`src/hw/wdt_pkg.sv`:
```
// Purpose: Shared constants for the counter array watchdog
// Assumes: APB byte addresses, 32-bit data, 8-bit registers in low bits
package wdt_pkg;

    localparam int ADDR_W = 8;

    localparam logic [ADDR_W-1:0] ADDR_CONTROL = 8'h00;
    localparam logic [ADDR_W-1:0] ADDR_MODE = 8'h04;
    localparam logic [ADDR_W-1:0] ADDR_COUNT_LOW = 8'h08;
    localparam logic [ADDR_W-1:0] ADDR_COUNT_HIGH = 8'h0C;
    localparam logic [ADDR_W-1:0] ADDR_OFFSET = 8'h10;
    localparam logic [ADDR_W-1:0] ADDR_MATCH = 8'h14;
    localparam logic [ADDR_W-1:0] ADDR_STATUS = 8'h18;

    // Control register fields
    localparam int CTRL_OVERFLOW_BIT = 7;
    localparam int CTRL_RUN_BIT = 6;
    localparam int CTRL_CAPTURE2_BIT = 2;

    // Mode register fields
    localparam int MODE_IDLE_BIT = 7;
    localparam int MODE_ENABLE_BIT = 6;
    localparam int MODE_LOCK_BIT = 5;
    localparam int MODE_SEL_LSB = 1;
    localparam int SEL_W = 3;

    // Status register fields
    localparam int STAT_ACTIVE_BIT = 0;
    localparam int STAT_FIRED_BIT = 1;
    localparam int STAT_SUSPENDED_BIT = 2;

    localparam logic [7:0] BYTE_RESET = 8'h00;
    localparam logic RUN_RESET = 1'b0;
    localparam logic ENABLE_RESET = 1'b1;
    localparam logic LOCK_RESET = 1'b0;
    localparam logic IDLE_RESET = 1'b0;

    typedef enum logic [SEL_W-1:0] {
        SEL_SYS_DIV12,
        SEL_SYS_DIV4,
        SEL_TIMER0,
        SEL_EXT_EDGE,
        SEL_SYSTEM,
        SEL_EXTCLK_DIV8
    } clock_sel_t;

    localparam clock_sel_t SEL_RESET = SEL_SYS_DIV12;

    localparam int DIV12_COUNT = 12;
    localparam int DIV4_COUNT = 4;
    localparam int EXT_DIV_COUNT = 8;

endpackage : wdt_pkg

```
`src/hw/array_clock_divider.sv`:
```
// Purpose: Counter clock enable source selection and division
// Assumes: Timer0 overflow is a same-clock pulse; pins are asynchronous
// Notes: One pulse of tick per counter clock
`timescale 1ns/1ps
module array_clock_divider #(
    parameter int DIV12 = wdt_pkg::DIV12_COUNT,
    parameter int DIV4 = wdt_pkg::DIV4_COUNT,
    parameter int EXTDIV = wdt_pkg::EXT_DIV_COUNT
) (
    input wire logic pclk,
    input wire logic presetn,
    input wire logic clear,
    input wire logic [wdt_pkg::SEL_W-1:0] select,
    input wire logic timer0_overflow,
    input wire logic eci_pin,
    input wire logic extclk_pin,
    output logic tick
);
    logic [3:0] sys_count;
    logic [2:0] ext_count;
    logic [1:0] eci_sync;
    logic [1:0] ext_sync;
    logic eci_last;
    logic ext_last;
    logic eci_fall;
    logic ext_rise;

    // First stage feeds only the second
    always_ff @(posedge pclk or negedge presetn) begin
        if (!presetn) begin
            eci_sync <= 2'b00;
            ext_sync <= 2'b00;
            eci_last <= 1'b0;
            ext_last <= 1'b0;
        end else begin
            eci_sync <= {eci_sync[0], eci_pin};
            ext_sync <= {ext_sync[0], extclk_pin};
            eci_last <= eci_sync[1];
            ext_last <= ext_sync[1];
        end
    end

    assign eci_fall = eci_last & ~eci_sync[1];
    assign ext_rise = ext_sync[1] & ~ext_last;

    always_ff @(posedge pclk or negedge presetn) begin
        if (!presetn) begin
            sys_count <= 4'h0;
            ext_count <= 3'h0;
        end else if (clear) begin
            sys_count <= 4'h0;
            ext_count <= 3'h0;
        end else begin
            sys_count <= (sys_count == 4'(DIV12 - 1)) ? 4'h0 : sys_count + 4'h1;
            if (ext_rise) begin
                ext_count <= ext_count + 3'h1;
            end
        end
    end

    always_comb begin
        unique case (wdt_pkg::clock_sel_t'(select))
            wdt_pkg::SEL_SYS_DIV12: tick = (sys_count == 4'(DIV12 - 1));
            wdt_pkg::SEL_SYS_DIV4: tick = (sys_count[1:0] == 2'(DIV4 - 1));
            wdt_pkg::SEL_TIMER0: tick = timer0_overflow;
            wdt_pkg::SEL_EXT_EDGE: tick = eci_fall;
            wdt_pkg::SEL_SYSTEM: tick = 1'b1;
            wdt_pkg::SEL_EXTCLK_DIV8: tick = ext_rise & (ext_count == 3'(EXTDIV - 1));
            default: tick = 1'b0;
        endcase
    end

endmodule : array_clock_divider

```
`src/hw/counter_array_watchdog.sv`:
```
// Purpose: Watchdog on counter array module 2, with APB registers
// Assumes: cpu_idle and timer0_overflow come from logic on pclk
// Notes: watchdog_reset is a one-cycle request to the system reset logic
//
// Decided for this implementation: register access over APB and the register addresses.
`timescale 1ns/1ps
module counter_array_watchdog (
    input wire logic pclk,
    input wire logic presetn,
    input wire logic psel,
    input wire logic penable,
    input wire logic pwrite,
    input wire logic [wdt_pkg::ADDR_W-1:0] paddr,
    input wire logic [31:0] pwdata,
    output logic [31:0] prdata,
    output logic pready,
    output logic pslverr,
    input wire logic cpu_idle,
    input wire logic timer0_overflow,
    input wire logic eci_pin,
    input wire logic extclk_pin,
    output logic watchdog_reset,
    output logic watchdog_active
);
    logic [7:0] array_count_low;
    logic [7:0] array_count_high;
    logic [7:0] watchdog_offset_reg;
    logic [7:0] watchdog_match_reg;
    logic counter_run;
    logic overflow_flag;
    logic idle_suspend_bit;
    logic watchdog_enable_bit;
    logic watchdog_lock_bit;
    logic [wdt_pkg::SEL_W-1:0] array_clock_select;
    logic fired_flag;
    logic soft_clear;
    logic raw_tick;
    logic suspended;
    logic step;
    logic low_wrap;
    logic timeout_hit;
    logic force_hit;
    logic fire;
    logic wr_access;
    logic rd_setup;
    logic addr_valid;
    logic wr_control;
    logic wr_mode;
    logic wr_low;
    logic wr_high;
    logic wr_offset;
    logic wr_match;
    logic wr_status;
    logic [7:0] wbyte;
    logic [7:0] next_read;
    logic count_enable;
    logic count_full;
    logic high_matches;
    logic force_write;
    logic mode_open;
    logic [7:0] control_image;
    logic [7:0] mode_image;
    logic [7:0] status_image;

    function automatic logic is_mapped(input logic [wdt_pkg::ADDR_W-1:0] a);
        is_mapped = (a == wdt_pkg::ADDR_CONTROL) || (a == wdt_pkg::ADDR_MODE) ||
                    (a == wdt_pkg::ADDR_COUNT_LOW) || (a == wdt_pkg::ADDR_COUNT_HIGH) ||
                    (a == wdt_pkg::ADDR_OFFSET) || (a == wdt_pkg::ADDR_MATCH) ||
                    (a == wdt_pkg::ADDR_STATUS);
    endfunction : is_mapped

    // Write strobe for one register of the map
    function automatic logic write_hit(
        input logic strobe,
        input logic [wdt_pkg::ADDR_W-1:0] a,
        input logic [wdt_pkg::ADDR_W-1:0] target
    );
        write_hit = strobe & (a == target);
    endfunction : write_hit

    // match byte from live high byte
    function automatic logic [7:0] restart_point(
        input logic [7:0] high,
        input logic [7:0] offset
    );
        // Wraps modulo 256, like the compare it feeds
        restart_point = high + offset;
    endfunction : restart_point

    // APB: zero-wait access phase, read data latched in setup
    assign addr_valid = is_mapped(paddr);
    assign pready = 1'b1;
    assign pslverr = psel & penable & ~addr_valid;
    assign wr_access = psel & penable & pwrite & addr_valid;
    assign rd_setup = psel & ~penable & ~pwrite;
    assign wbyte = pwdata[7:0];

    assign wr_control = write_hit(wr_access, paddr, wdt_pkg::ADDR_CONTROL);
    assign wr_mode = write_hit(wr_access, paddr, wdt_pkg::ADDR_MODE);
    assign wr_low = write_hit(wr_access, paddr, wdt_pkg::ADDR_COUNT_LOW);
    assign wr_high = write_hit(wr_access, paddr, wdt_pkg::ADDR_COUNT_HIGH);
    assign wr_offset = write_hit(wr_access, paddr, wdt_pkg::ADDR_OFFSET);
    assign wr_match = write_hit(wr_access, paddr, wdt_pkg::ADDR_MATCH);
    assign wr_status = write_hit(wr_access, paddr, wdt_pkg::ADDR_STATUS);

    assign watchdog_active = watchdog_enable_bit | watchdog_lock_bit;

    assign suspended = idle_suspend_bit & cpu_idle;

    array_clock_divider u_divider (
        .pclk(pclk),
        .presetn(presetn),
        .clear(soft_clear),
        .select(array_clock_select),
        .timer0_overflow(timer0_overflow),
        .eci_pin(eci_pin),
        .extclk_pin(extclk_pin),
        .tick(raw_tick)
    );

    // Counter also runs for the watchdog, so no run bit is needed after reset
    assign count_enable = (counter_run | watchdog_active) & ~suspended;
    assign step = raw_tick & count_enable & ~soft_clear;
    assign low_wrap = step & (array_count_low == 8'hFF);
    assign count_full = low_wrap & (array_count_high == 8'hFF);

    // overflow while high byte matches
    // Compare uses the high byte before the wrap increments it
    assign high_matches = (array_count_high == watchdog_match_reg);
    assign timeout_hit = watchdog_active & low_wrap & high_matches;

    assign force_write = wr_control & wbyte[wdt_pkg::CTRL_CAPTURE2_BIT];
    assign force_hit = watchdog_active & force_write;

    assign fire = (timeout_hit | force_hit) & ~soft_clear;

    always_ff @(posedge pclk or negedge presetn) begin
        if (!presetn) begin
            soft_clear <= 1'b0;
        end else begin
            soft_clear <= fire;
        end
    end

    // Registered so the system reset request cannot glitch
    always_ff @(posedge pclk or negedge presetn) begin
        if (!presetn) begin
            watchdog_reset <= 1'b0;
        end else begin
            watchdog_reset <= fire;
        end
    end

    // Cause flag survives the watchdog clear; write 1 clears, firing wins
    always_ff @(posedge pclk or negedge presetn) begin
        if (!presetn) begin
            fired_flag <= 1'b0;
        end else if (fire) begin
            fired_flag <= 1'b1;
        end else if (wr_status & wbyte[wdt_pkg::STAT_FIRED_BIT]) begin
            fired_flag <= 1'b0;
        end
    end

    // Counter low byte
    always_ff @(posedge pclk or negedge presetn) begin
        if (!presetn) begin
            array_count_low <= wdt_pkg::BYTE_RESET;
        end else if (soft_clear) begin
            array_count_low <= wdt_pkg::BYTE_RESET;
        end else if (wr_low) begin
            array_count_low <= wbyte;
        end else if (step) begin
            array_count_low <= array_count_low + 8'h01;
        end
    end

    // Counter high byte advances on low wrap
    always_ff @(posedge pclk or negedge presetn) begin
        if (!presetn) begin
            array_count_high <= wdt_pkg::BYTE_RESET;
        end else if (soft_clear) begin
            array_count_high <= wdt_pkg::BYTE_RESET;
        end else if (wr_high) begin
            array_count_high <= wbyte;
        end else if (low_wrap) begin
            array_count_high <= array_count_high + 8'h01;
        end
    end

    // Offset register
    always_ff @(posedge pclk or negedge presetn) begin
        if (!presetn) begin
            watchdog_offset_reg <= wdt_pkg::BYTE_RESET;
        end else if (soft_clear) begin
            watchdog_offset_reg <= wdt_pkg::BYTE_RESET;
        end else if (wr_offset) begin
            watchdog_offset_reg <= wbyte;
        end
    end

    // Match register: write data ignored, loaded from the live count.
    // High plus offset gives 256*offset + 256 - low counter clocks,
    // since the compare uses the high byte before its increment.
    always_ff @(posedge pclk or negedge presetn) begin
        if (!presetn) begin
            watchdog_match_reg <= wdt_pkg::BYTE_RESET;
        end else if (soft_clear) begin
            watchdog_match_reg <= wdt_pkg::BYTE_RESET;
        end else if (wr_match) begin
            watchdog_match_reg <= restart_point(array_count_high, watchdog_offset_reg);
        end
    end

    // Control register run bit
    always_ff @(posedge pclk or negedge presetn) begin
        if (!presetn) begin
            counter_run <= wdt_pkg::RUN_RESET;
        end else if (soft_clear) begin
            counter_run <= wdt_pkg::RUN_RESET;
        end else if (wr_control) begin
            counter_run <= wbyte[wdt_pkg::CTRL_RUN_BIT];
        end
    end

    // Overflow flag on the 16-bit wrap; set wins over a clearing write
    always_ff @(posedge pclk or negedge presetn) begin
        if (!presetn) begin
            overflow_flag <= 1'b0;
        end else if (soft_clear) begin
            overflow_flag <= 1'b0;
        end else if (count_full) begin
            overflow_flag <= 1'b1;
        end else if (wr_control & ~wbyte[wdt_pkg::CTRL_OVERFLOW_BIT]) begin
            overflow_flag <= 1'b0;
        end
    end

    always_ff @(posedge pclk or negedge presetn) begin
        if (!presetn) begin
            watchdog_lock_bit <= wdt_pkg::LOCK_RESET;
        end else if (soft_clear) begin
            watchdog_lock_bit <= wdt_pkg::LOCK_RESET;
        end else if (wr_mode & wbyte[wdt_pkg::MODE_LOCK_BIT]) begin
            watchdog_lock_bit <= 1'b1;
        end
    end

    // Enable bit; a set lock makes writes to it ignored
    always_ff @(posedge pclk or negedge presetn) begin
        if (!presetn) begin
            watchdog_enable_bit <= wdt_pkg::ENABLE_RESET;
        end else if (soft_clear) begin
            watchdog_enable_bit <= wdt_pkg::ENABLE_RESET;
        end else if (wr_mode & ~watchdog_lock_bit) begin
            watchdog_enable_bit <= wbyte[wdt_pkg::MODE_ENABLE_BIT];
        end
    end

    assign mode_open = wr_mode & ~watchdog_active;

    // Counter clock source select
    always_ff @(posedge pclk or negedge presetn) begin
        if (!presetn) begin
            array_clock_select <= wdt_pkg::SEL_RESET;
        end else if (soft_clear) begin
            array_clock_select <= wdt_pkg::SEL_RESET;
        end else if (mode_open) begin
            array_clock_select <= wbyte[wdt_pkg::MODE_SEL_LSB +: wdt_pkg::SEL_W];
        end
    end

    // Idle suspend select; with it set an idle CPU halts the count
    always_ff @(posedge pclk or negedge presetn) begin
        if (!presetn) begin
            idle_suspend_bit <= wdt_pkg::IDLE_RESET;
        end else if (soft_clear) begin
            idle_suspend_bit <= wdt_pkg::IDLE_RESET;
        end else if (mode_open) begin
            idle_suspend_bit <= wbyte[wdt_pkg::MODE_IDLE_BIT];
        end
    end

    // Control image; the forcing bit always reads 0
    always_comb begin
        control_image = 8'h00;
        control_image[wdt_pkg::CTRL_OVERFLOW_BIT] = overflow_flag;
        control_image[wdt_pkg::CTRL_RUN_BIT] = counter_run;
    end

    // Mode image
    always_comb begin
        mode_image = 8'h00;
        mode_image[wdt_pkg::MODE_IDLE_BIT] = idle_suspend_bit;
        mode_image[wdt_pkg::MODE_ENABLE_BIT] = watchdog_enable_bit;
        mode_image[wdt_pkg::MODE_LOCK_BIT] = watchdog_lock_bit;
        mode_image[wdt_pkg::MODE_SEL_LSB +: wdt_pkg::SEL_W] = array_clock_select;
    end

    // Status image; the fired flag outlives the watchdog clear
    always_comb begin
        status_image = 8'h00;
        status_image[wdt_pkg::STAT_ACTIVE_BIT] = watchdog_active;
        status_image[wdt_pkg::STAT_FIRED_BIT] = fired_flag;
        status_image[wdt_pkg::STAT_SUSPENDED_BIT] = suspended;
    end

    // Read mux
    always_comb begin
        next_read = 8'h00;
        unique case (paddr)
            wdt_pkg::ADDR_CONTROL: next_read = control_image;
            wdt_pkg::ADDR_MODE: next_read = mode_image;
            wdt_pkg::ADDR_COUNT_LOW: next_read = array_count_low;
            wdt_pkg::ADDR_COUNT_HIGH: next_read = array_count_high;
            wdt_pkg::ADDR_OFFSET: next_read = watchdog_offset_reg;
            wdt_pkg::ADDR_MATCH: next_read = watchdog_match_reg;
            wdt_pkg::ADDR_STATUS: next_read = status_image;
            default: next_read = 8'h00;
        endcase
    end

    // Sampled in setup; a count may move during the access cycle
    always_ff @(posedge pclk or negedge presetn) begin
        if (!presetn) begin
            prdata <= 32'h0000_0000;
        end else if (rd_setup) begin
            prdata <= {24'h00_0000, next_read};
        end
    end

endmodule : counter_array_watchdog

```
`config.mk`:
```
export PLATFORM = sky130hd
export DESIGN_NAME = counter_array_watchdog
export DESIGN_NICKNAME = d
export VERILOG_FILES = /design/src/hw/wdt_pkg.sv /design/src/hw/array_clock_divider.sv /design/src/hw/counter_array_watchdog.sv
export SDC_FILE = /design/constraint.sdc
export NUM_CORES = 1
export LEC_CHECK = 0
export BUFFER_PORTS_ARGS = -buffer_cell sky130_fd_sc_hd__buf_2
export CAP_MARGIN = 0
export CORE_UTILIZATION = 59
export CTS_BUF_LIST = sky130_fd_sc_hd__clkbuf_16
export CTS_CLUSTER_DIAMETER = 150
export DETAILED_ROUTE_END_ITERATION = 8
export GPL_ROUTABILITY_DRIVEN = 0
export PLACE_DENSITY_LB_ADDON = 0.3
export SYNTH_ARGS = -nofsm -noshare
export SYNTH_HDL_FRONTEND = slang
export SYNTH_SLANG_ARGS = --single-unit
export TNS_END_PERCENT = 5
```
`constraint.sdc`:
```
create_clock -name pclk -period 5.7 [get_ports pclk]
set_clock_uncertainty 0.2 [all_clocks]
set_input_delay 0.285 -clock pclk [delete_from_list [all_inputs] [get_ports pclk]]
set_output_delay 0.285 -clock pclk [all_outputs]
set_load 0.02 [all_outputs]
```
==> results of run 1 <==
-- where the power goes --
group          switching (mW)  internal (mW)
Combinational          0.0717         0.0428
Sequential             0.0203          0.471
Clock                   0.205          0.427
Total                   0.297          0.941
-- how the worst min path moves through the flow --
| stage | start | endpoint | slack, ns | depth (start not counted) |
|---|---|---|---|---|
| after global placement | u_divider.ext_sync[0] | u_divider.ext_sync[1] | 0.14 | 0 |
| after global routing | pwdata[7] | idle_suspend_bit | 0.09 | 3 |
| after detailed placement | u_divider.eci_sync[0] | u_divider.eci_sync[1] | 0.15 | 0 |
| after CTS | pwdata[3] | array_clock_select[2] | 0.06 | 3 |
| after floorplan | presetn | array_clock_select[0] | -0.21 | 0 |
| final | pwdata[3] | array_clock_select[2] | 0.07 | 3 |
-- cells by family after synthesis --
| logic type | count (synthesis) |
|---|---|
| and+or+nand+nor | 154 |
| AOI/OAI and AO/OA | 83 |
| DFF | 63 |
| buffers and inverters | 47 |
| xor gates and xnor gates | 30 |
| muxes | 26 |
| adders and majority gates | 13 |
| other | 2 |
-- area by class of cell --
type	count	area [sq um]
multi-input combinational	331	2140
tap	77	96.3
fill	491	1990
inverter	4	15.0
clock buffer	9	225
timing repair buffer	40	220
clock inverter	7	119
sequential	63	1580
-- critical path, cell delays in order (launching register included) --
cell and delay, ns:
dfrtp_1 0.37, ha_1 0.16, ha_1 0.14, and3b_1 0.22, o221ai_1 0.11, a31oi_1 0.83
and4_1 0.35, xnor2_1 0.08, a211oi_1 0.26
-- repair_timing --
item                                   4_1_cts  5_1_grt
buffers inserted                             0        0
hold buffers                                 3        0
setup endpoints to repair                    0        0
endpoints found under the hold margin       64        0
-- stage by stage --
| step | hold slack (ns) | utilization |
|---|---|---|
| 2_1_floorplan | -0.211 | - |
| 3_3_place_gp | 0.136 | 0.630 |
| 3_5_place_dp | 0.147 | 0.630 |
| 4_1_cts | 0.0613 | 0.689 |
| 5_1_grt | 0.0864 | 0.689 |
| 6_report | 0.0664 | 0.689 |
-- per-layer routing --
layer / up-vias / GRT usage / share of wire
met4: 0 / 0.139 / 0.034
li1: 1504 / - / -
met3: 25 / 0.0524 / 0.059
met1: 1596 / 0.380 / 0.43
met5: - / 0 / 0
met2: 141 / 0.466 / 0.47
-- placed cells by master, fill, tap and decap left out, types with 4 or more instances in the layout --
| master | count |
|---|---|
| dfrtp_1 | 62 |
| nor2_1 | 40 |
| nand2_1 | 35 |
| buf_2 | 35 |
| conb_1 | 25 |
| mux2i_1 | 24 |
| nand3_1 | 18 |
| xnor2_1 | 18 |
| a21oi_1 | 17 |
| o21ai_0 | 16 |
| a211oi_1 | 12 |
| nand2b_1 | 12 |
| xor2_1 | 12 |
| ha_1 | 12 |
| and3_1 | 10 |
| clkbuf_16 | 9 |
| nand4_1 | 7 |
| nor3_1 | 7 |
| o21ai_1 | 6 |
| a22oi_1 | 6 |
| nor2b_1 | 5 |
| o22ai_1 | 5 |
| inv_1 | 4 |
==> results.txt, run 1 <==
By area the synthesized netlist is led by dfrtp_1 40%, mux2i_1 6.1%, buf_4 5.2%. The share of synthesized area in the top cell type comes to 0.396. The post-placement worst setup slack is 2.91 ns. dfrtp_1 is the most common cell in the netlist.

The normalized max-slew margin is 0.246. The cell sitting at the root of the clock tree is a clkbuf_16. The fraction of the cycle the final worst path needs came out at 0.495.

Of the total synthesized cell area, the portion taken by full adders, half adders and majority gates is 0.0434. The proportion of synthesized flip-flops having asynchronous set or reset is 1.00. The worst setup path is captured at a register. The maximum resistive drop on vdd is 0.234 mV.

The final routed wirelength across all metal layers is 9400 um. Setup repair after global routing left no endpoint under its margin. The share of the Yosys chip area taken by registers is 0.402. The number of levels in the clock H-tree came out at 3.

Synthesis instantiated 58 different standard cells from the library. The mapped netlist covers 3920 sq um. The number of max-cap violations came out at 0. Data on the critical path arrives at its endpoint at 2.85 ns.

Dividing the detail-routed wire length by the instance count gives 17.7 um. Of all nets on the critical path, the largest fanout is 11. The min-delay analysis places its worst path in the category in2reg. The later pin in the worst-skew pair is clocked with a latency of 0.33 ns. Counting instances in the post-synthesis netlist gives the leading cell types as 62 x dfrtp_1, 40 x nor2_1, 35 x nand2_1, 27 x buf_4, 24 x mux2i_1. The measured slew at the worst slew-check pin came out at 1.13 ns.

After synthesis, the largest family of logic cells by area is simple AND/OR/NAND/NOR gates. The placed wire-length estimate after detailed placement is 6730 um. The iteration count of the initial detailed-routing pass is 5. Setup slack closes at 2.88 ns. Each instance of the synthesized netlist takes up on average 9.38 sq um. Counting flops with a built-in enable in the synthesized netlist gives 0. The peak clock frequency supported by timing is 354 MHz. The leakage power total came out at 2.12 nW. By startpoint and endpoint, the worst setup path is classified as reg2reg. The largest net degree at the start of global routing is 64. The starting density of the core came out at 0.614.

The via density per instance came out at 6.15. The post-layout minimum cycle time is 2.82 ns. Clock-pin slew was measured on the worst setup and hold paths at 0.05 ns. The fraction of final layout cells sized beyond drive strength 1 came out at 0.150.

The cell count of the worst reg-to-reg path is 8. The flop and latch count out of synthesis came out at 63. From left edge to right edge, the die measures 83.5 um.

The number of placed instances, taps included, is 512. The flow ran to the end, and the final reports show no timing, DRC or antenna violations. The cell area after layout came out at 4400 sq um.

In the synthesized netlist the dominant register cell turns out to be dfrtp_1. The post-detailed-route DRC marker count is 0. The number of antenna violations at the first check in global routing came out at 0. The region available for standard cell placement spans 6390 sq um. The number of buffers created by CTS came out at 9. The multiplexer fraction of the synthesized cell area is 0.0699.

The antenna diode count came out at 0. The number of buffers added on ports came out at 35. In this run the critical register-to-register path is captured at array_count_high[2]. The global-route usage over all layers is 0.289. The remaining global-route overflow is 0. The synthesis warning total is 0. Setup slack on the worst reg-to-reg path comes out at 2.88 ns. The number of global-route vias before repair is 3129. The clock drives 63 sinks.

The total vias in the final route came out at 3266. The compound-gate portion of the synthesized area is 0.137. The hold violation total from the final report is 0.

The area growth from synthesis to layout is 12.2%. The last element of the critical path is array_count_high[2]. The data required time at the worst endpoint came out at 5.73 ns. The floorplan die area came out at 6980 sq um. The count of antenna-violating nets left after detailed routing is 0. The deepest clock path buffer count is 2. The final-stage net count is 511. The count of placed standard cells in the final layout, fillers left out came out at 531. The placed cell area came out at 4020 sq um. The final-report setup violation count is 0. The number of max-slew violations in the final report was 0.

The first global-routing pass estimated 15600 um of wire. The worst setup path is launched from a register. The basic-gate share of the synthesized area counting and, or, nand and nor cells came out at 0.206. After clock tree synthesis, the repair step resized 0 gates. Summed over all failing endpoints, the final setup total negative slack is 0 ns. The xor and xnor area share after synthesis came out at 0.0670. The design draws 1.24 mW. The cell accounting for the most synthesized area is dfrtp_1. The number of top-level pins came out at 85. The violation count after the first detailed-routing iteration came out at 269. Row generation in the floorplan step produced 29 rows. In this run the critical register-to-register path is launched from u_divider.ext_count[0]. The power density over the cells came out at 282 nW/um^2. The number of instances in the synthesized netlist came out at 418. Tracing the worst setup path back leads to its startpoint at u_divider.ext_count[0].

Measured along the y axis, the die boundary spans 83.5 um. TritonCTS built the clock tree.
Power figures use the tool's default switching activity.
==> run 2: changes to the inputs <==
--- a/config.mk
+++ b/config.mk
@@ -5,9 +5,10 @@
 export SDC_FILE = /design/constraint.sdc
 export NUM_CORES = 1
 export LEC_CHECK = 0
+export ABC_AREA = 1
 export BUFFER_PORTS_ARGS = -buffer_cell sky130_fd_sc_hd__buf_2
 export CAP_MARGIN = 0
-export CORE_UTILIZATION = 59
+export CORE_UTILIZATION = 50
 export CTS_BUF_LIST = sky130_fd_sc_hd__clkbuf_16
 export CTS_CLUSTER_DIAMETER = 150
 export DETAILED_ROUTE_END_ITERATION = 8
==> constraint.sdc (replaced) <==
create_clock -name pclk -period 2.49 [get_ports pclk]
set_clock_uncertainty 0.2 [all_clocks]
set_input_delay 0.1245 -clock pclk [delete_from_list [all_inputs] [get_ports pclk]]
set_output_delay 0.1245 -clock pclk [all_outputs]
set_load 0.02 [all_outputs]
==> results.txt, run 2 <==
The fraction of the core area covered by cells at the end of the flow is 0.603. The number of max-slew violations in the final report came to 0. The commonest cells after synthesis are 191 x nand2_1, 62 x dfrtp_1, 57 x inv_1, 48 x nand3_1. In this run the clock root is driven by a clkbuf_16.

The number of instances in the synthesized netlist is 573. The multiplexer fraction of the synthesized cell area came out at 0. TritonCTS built the clock tree. The area inside the core boundary is 7930 sq um. The number of standard-cell rows in the floorplan is 32. The number of top-level pins is 85. STA classifies the critical path startpoint as a register. Of the cells placed in the final design, the portion with a size suffix greater than 1 is 0.130. The post-detailed-route DRC marker count came out at 0. The normalized max-slew margin came out at 0.463. Summing over every cut layer, the via total after detailed routing is 3846. The post-layout minimum cycle time came out at 2.21 ns. The register-to-register setup slack is 0.28 ns. The cell count of the worst reg-to-reg path is 9. In the post-synthesis netlist, the biggest area contributors are dfrtp_1 37%, nand2_1 17%, nand3_1 5.7%.

In this run, CTS created clock tree buffers numbering 9. The placed wire-length estimate after detailed placement came out at 7640 um. The number of resized instances in the post-cts repair step is 0. Leaving out fill and tap cells, the most frequent cell in the layout is nand2_1. The largest net degree at the start of global routing came out at 64. For the pin with the worst max-slew slack, the measured transition is 0.806 ns. The share of the Yosys chip area taken by registers is 0.377. The cell accounting for the most synthesized area is dfrtp_1. The run finished with clean final reports.

By area, the combinational part of the netlist is dominated by simple AND/OR/NAND/NOR gates. The worst hold path belongs to the class in2reg. Counting flops with a built-in enable in the synthesized netlist gives 0.

The per-instance average area after synthesis came out at 7.30 sq um. Among all flip-flop cells after synthesis, the most frequent one is dfrtp_1. The data arrival at the endpoint of the critical path is 2.28 ns. The critical path is of the reg2reg type. The mapped netlist covers 4180 sq um. Of the total synthesized cell area, the portion taken by full adders, half adders and majority gates is 0.0407. The number of antenna violations at the first check in global routing came out at 0.

The number of buffers added on ports came out at 35. The register cell area after layout came out at 1580 sq um. Setup repair after global routing left no endpoint under its margin. The antenna diode count is 0.

In the global route stage, overall resource usage came out at 0.266. The area of combinational cells with multiple inputs came out at 2180 sq um. Relative to the synthesized area, the layout overhead comes to 14.4%. The clock transition at the register clock pins on the worst setup and hold paths after CTS is 0.06 ns.

The die is 93.5 um tall. The violation count after the first detailed-routing iteration came out at 259. The die covers 8740 sq um. From left edge to right edge, the die measures 93.5 um. The number of levels in the clock H-tree is 3. The xor and xnor area share after synthesis is 0.0565. Counting distinct cell types in the post-synthesis netlist gives 36. The via density per instance came out at 5.29. The biggest fanout along the worst timing path came out at 10.

The fraction of the cycle the final worst path needs is 0.887. Summed over all layers, the routed wires come to 10700 um. Power spread over the standard cell area amounts to 577 nW/um^2. The compound-gate portion of the synthesized area came out at 0.0661. The basic-gate share of the synthesized area counting and, or, nand and nor cells is 0.336. The leakage power total is 2.65 nW. Along the worst hold path, the cell count comes to 5. The area fraction of the dominant cell type after synthesis came out at 0.371. The starting density of the core is 0.528. The first-pass GRT wire length came out at 17600 um. In this run the critical register-to-register path is launched from array_count_low[0]. In the final timing run, aggregate negative setup slack is 0 ns. The most used standard cell by instance count after synthesis is nand2_1.

The library cells used most frequently in the layout, excluding fill and tap cells, are 191 x nand2_1, 62 x dfrtp_1, 57 x inv_1, 48 x nand3_1, 35 x buf_2. The final-report setup violation count came out at 0. Fill cells in the final layout number 736. The worst setup path is captured at a register.

For this run, the top clock speed supported by timing is 453 MHz. Yosys printed 0 warnings. STA puts the critical path data required time at 2.56 ns. The clock passes through at most 2 buffers. In the synthesized netlist the async set-or-reset flop fraction comes to 1.00. The number of max-cap violations is 0. The number of global-route vias before repair came out at 3534.

The startpoint of the worst hold path is pwrite. The endpoint identified for the worst register-to-register timing path is array_count_high[2]. For this run the aggregate overflow at the end of global routing stands at 0. The worst hold path terminates at prdata[4]. The CTS sink count came out at 63.

Dividing the detail-routed wire length by the instance count gives 14.8 um. After synthesis the netlist holds a flip-flop and latch count of 63. The maximum resistive drop on vdd came out at 0.374 mV. The count of antenna-violating nets left after detailed routing came out at 0. The iteration count of the initial detailed-routing pass came out at 6. The clock latency on the worst-skew pair came out at 0.33 ns.

The hold violation total from the final report came out at 0. The final-stage net count came out at 682.
[run 2: cell count changes in the layout (fill, tap and decap cells not counted), moves of 12 or more]
| cell | delta |
|---|---|
| nand2_1 | +156 |
| inv_1 | +53 |
| nand3_1 | +30 |
| mux2i_1 | -24 |
| nand4_1 | +24 |
| a211oi_1 | -12 |
| nand2b_1 | -12 |
[run 2: cell families after synthesis]
kind of cell | count (synthesis)
buffers and inverters | 103
and+or+nand+nor | 318
AOI/OAI and AO/OA | 47
xor gates and xnor gates | 27
DFF | 63
adders and majority gates | 13
other | 2
[run 2: worst max-delay path: stages (launching register included)]
cell	delay, ns
dfrtp_1	0.42
ha_1	0.24
nand2_1	0.08
nor2_1	0.11
nand2_1	0.09
nor3_2	0.20
nand3_2	0.28
a21oi_4	0.35
nand2_1	0.08
nand2_1	0.07
[run 2: power breakdown]
part,internal (mW),switching [mW]
registers,1.09,0.0676
clock network,0.784,0.483
logic,0.127,0.205
[run 2: metal layers]
metal	track usage	vias up	wire length (um)
met1	0.353	1770	4640
met2	0.440	164	5090
met4	0.0705	0	173
li1	-	1892	-
met3	0.0561	20	828
met5	0	-	0
[run 2: how the worst max path moves through the flow]
stage	from	endpoint	slack, ns
after global placement	array_count_low[0]	array_count_high[3]	0.37
after floorplan	watchdog_reset	array_count_high[1]	0.67
final	array_count_low[0]	array_count_high[2]	0.28
after CTS	array_count_low[0]	array_count_high[2]	0.29
after detailed placement	array_count_low[0]	array_count_high[2]	0.32
after global routing	array_count_low[0]	array_count_high[7]	0.08
[run 2: area by class of cell]
| cell class | instances | share of cell area |
|---|---|---|
| clock buffers | 9 | 0.0471 |
| clock inverters | 7 | 0.0167 |
| inverters | 59 | 0.0463 |
| multi-input cells | 430 | 0.456 |
| flip-flops and latches | 63 | 0.330 |
| well taps | 102 | 0.0267 |
| repair buffers | 57 | 0.0769 |
[run 2: through the flow]
stage / hold slack [ns] / setup WS (ns) / std cells / total power, mW / instance area, sq um
after floorplan: -0.371 / 0.666 / 596 / 1.42 / 4270
after detailed placement: 0.0387 / 0.318 / 700 / 1.49 / 4370
after global placement: 0.0371 / 0.365 / 700 / 1.47 / 4370
after global routing: 0.0518 / 0.0781 / 727 / 2.89 / 4780
final: 0.0337 / 0.282 / 727 / 2.76 / 4780
after CTS: 0.0218 / 0.287 / 727 / 2.78 / 4780
[run 2: timing repair]
item                      4_1_cts  5_1_grt
hold buffers                   11        0
hold endpoints to repair       80        0
buffers inserted                0        0
==> run 3: changes to the inputs <==
--- a/config.mk
+++ b/config.mk
@@ -5,9 +5,8 @@
 export SDC_FILE = /design/constraint.sdc
 export NUM_CORES = 1
 export LEC_CHECK = 0
-export ABC_AREA = 1
 export BUFFER_PORTS_ARGS = -buffer_cell sky130_fd_sc_hd__buf_2
-export CAP_MARGIN = 0
+export CAP_MARGIN = 20
 export CORE_UTILIZATION = 50
 export CTS_BUF_LIST = sky130_fd_sc_hd__clkbuf_16
 export CTS_CLUSTER_DIAMETER = 150
==> results.txt, run 3 (synthesis results as in run 1) <==
The global-route usage over all layers came out at 0.255. Counting I/O delays and the setup requirement, the final critical path takes 2.27 ns. The deepest clock path buffer count came out at 2. The worst setup path is captured at a register. The number of antenna violations at the first check in global routing came out at 0. The number of standard-cell rows in the floorplan came out at 31. Setup repair after global routing left no endpoint under its margin. The maximum resistive drop on vdd came out at 0.537 mV.

The path with the worst hold slack has its endpoint at counter_run. The normalized max-slew margin came out at 0.557. The cell count of the worst reg-to-reg path is 9. Hold is met by 0.0648 ns. The placed wire-length estimate after detailed placement came out at 7030 um. In this run the static leakage power is 2.22 nW. The largest net degree at the start of global routing came out at 64. Global routing finished with a remaining overflow of 0. The finished layout holds 571 standard cells, fillers aside. The total vias in the final route is 3305.

The number of levels in the clock H-tree is 3. In the final routed layout, each cell accounts on average for 17.2 um. The placed cell count came out at 544. The number of buffers added on ports came out at 35.

The final routed wirelength across all metal layers is 9810 um. The clock net in this run drives a total of 63 sinks. The total design power is 2.96 mW. The worst hold path stage count came out at 5.

The measured slew at the worst slew-check pin came out at 0.663 ns. The endpoint identified for the worst register-to-register timing path is array_count_high[2]. The hold violation total from the final report is 0. The count of nets left with antenna violations once routing finished came out at 0. The worst hold path belongs to the class in2reg. The number of global-route vias before repair came out at 3125. The iteration count of the initial detailed-routing pass is 5. Derived from the worst setup path, the maximum achievable clock frequency is 440 MHz. The final-report setup violation count came out at 0.

The floorplan step set the die height to 90.6 um. The worst hold path begins at paddr[1]. The tree is rooted in a clkbuf_16. The clock latency on the worst-skew pair came out at 0.33 ns. The die covers 8200 sq um. The flow ran to the end, and the final reports show no timing, DRC or antenna violations. The clock transition at the register clock pins on the worst setup and hold paths after CTS came out at 0.06 ns. For this run, the share of the core covered by cells in the final layout is 0.624. The data arrival at the endpoint of the critical path is 2.31 ns. The number of top-level pins came out at 85. The fraction of final layout cells sized beyond drive strength 1 came out at 0.167. The antenna diode count came out at 0. In this run the standard cell core region covers 7410 sq um. For flop-to-flop paths, the worst setup slack is 0.22 ns.

The biggest fanout along the worst timing path came out at 11. The commonest non-fill, non-tap cell in the layout is dfrtp_1. The number of buffers created by CTS is 9. The area growth from synthesis to layout is 17.8%. The die outline width is 90.6 um. The data required time at the worst endpoint is 2.53 ns. The first-pass GRT wire length came out at 16100 um.

The kind of critical path is reg2reg. The CTS tree is done. In the routed design, unresolved DRC markers number 0.

The nature of the critical path startpoint is a register. The via density per instance is 5.79. The power density over the cells came out at 640 nW/um^2. The startpoint identified for the worst register-to-register timing path is u_divider.ext_count[0]. The fraction of the cycle the final worst path needs is 0.912. The violation count after the first detailed-routing iteration came out at 272. The number of max-slew violations in the final report came out at 0.

The net count of the finished layout is 529. The final setup TNS is 0 ns. The number of max-cap violations came out at 0. The initial utilization of the core area, before any placement, comes to 0.529. In the layout the commonest cells are 62 x dfrtp_1, 40 x nor2_1, 35 x nand2_1, 35 x buf_2, 25 x conb_1.
## run 3: cell count changes in the layout (fill, tap and decap cells not counted), moves of 12 or more
cell	change
nand2_1	-156
inv_1	-53
nand3_1	-30
mux2i_1	+24
nand4_1	-24
a211oi_1	+12
nand2b_1	+12
## run 3: layer usage
layer	track usage	share of wire	vias up	wire, um
met4	0.0901	0.019	0	191
met2	0.379	0.46	169	4550
li1	-	-	1539	-
met5	0	0	-	0
met3	0.0572	0.077	20	760
met1	0.365	0.44	1577	4310
## run 3: through the flow
stage / area [sq um] / setup slack (ns)
2_1_floorplan: 4010 / 0.323
3_3_place_gp: 4140 / 0.284
3_5_place_dp: 4140 / 0.249
4_1_cts: 4620 / 0.237
5_1_grt: 4620 / 0.125
6_report: 4620 / 0.220
## run 3: report_power, final
group	total, mW	switching, mW	internal [mW]
logic	0.279	0.169	0.110
registers	1.12	0.0443	1.08
clock network	1.55	0.473	1.08
## run 3: worst max path at each step
| stage | start | cells past startpoint | endpoint |
|---|---|---|---|
| final | u_divider.ext_count[0] | 9 | array_count_high[2] |
| after global routing | u_divider.ext_count[0] | 9 | array_count_high[2] |
| after CTS | u_divider.ext_count[0] | 9 | array_count_high[2] |
| after detailed placement | watchdog_offset_reg[0] | 8 | watchdog_match_reg[6] |
| after global placement | watchdog_offset_reg[0] | 8 | watchdog_match_reg[6] |
| after floorplan | array_count_high[0] | 8 | watchdog_match_reg[6] |
## run 3: what timing repair did
item,CTS,global route
resized for setup,0,0
buffers inserted,0,0
hold endpoints to repair,97,0
endpoints found under the setup margin,0,0
hold buffers,11,0
## run 3: worst max-delay path: stages, from the launching register on
cell,delay (ns)
dfrtp_1,0.39
ha_1,0.20
ha_1,0.18
and3b_1,0.19
o221ai_1,0.17
a31oi_1,0.06
buf_4,0.21
and4_1,0.23
xnor2_1,0.12
a211oi_1,0.23
## run 3: final cells by class
class | instances | area (sq um)
clock buffer | 9 | 225
clock inverter | 7 | 145
fill | 623 | 2790
inverter | 4 | 15.0
multi-input combinational | 331 | 2140
sequential | 63 | 1580
tap | 99 | 124
timing repair buffer | 58 | 388
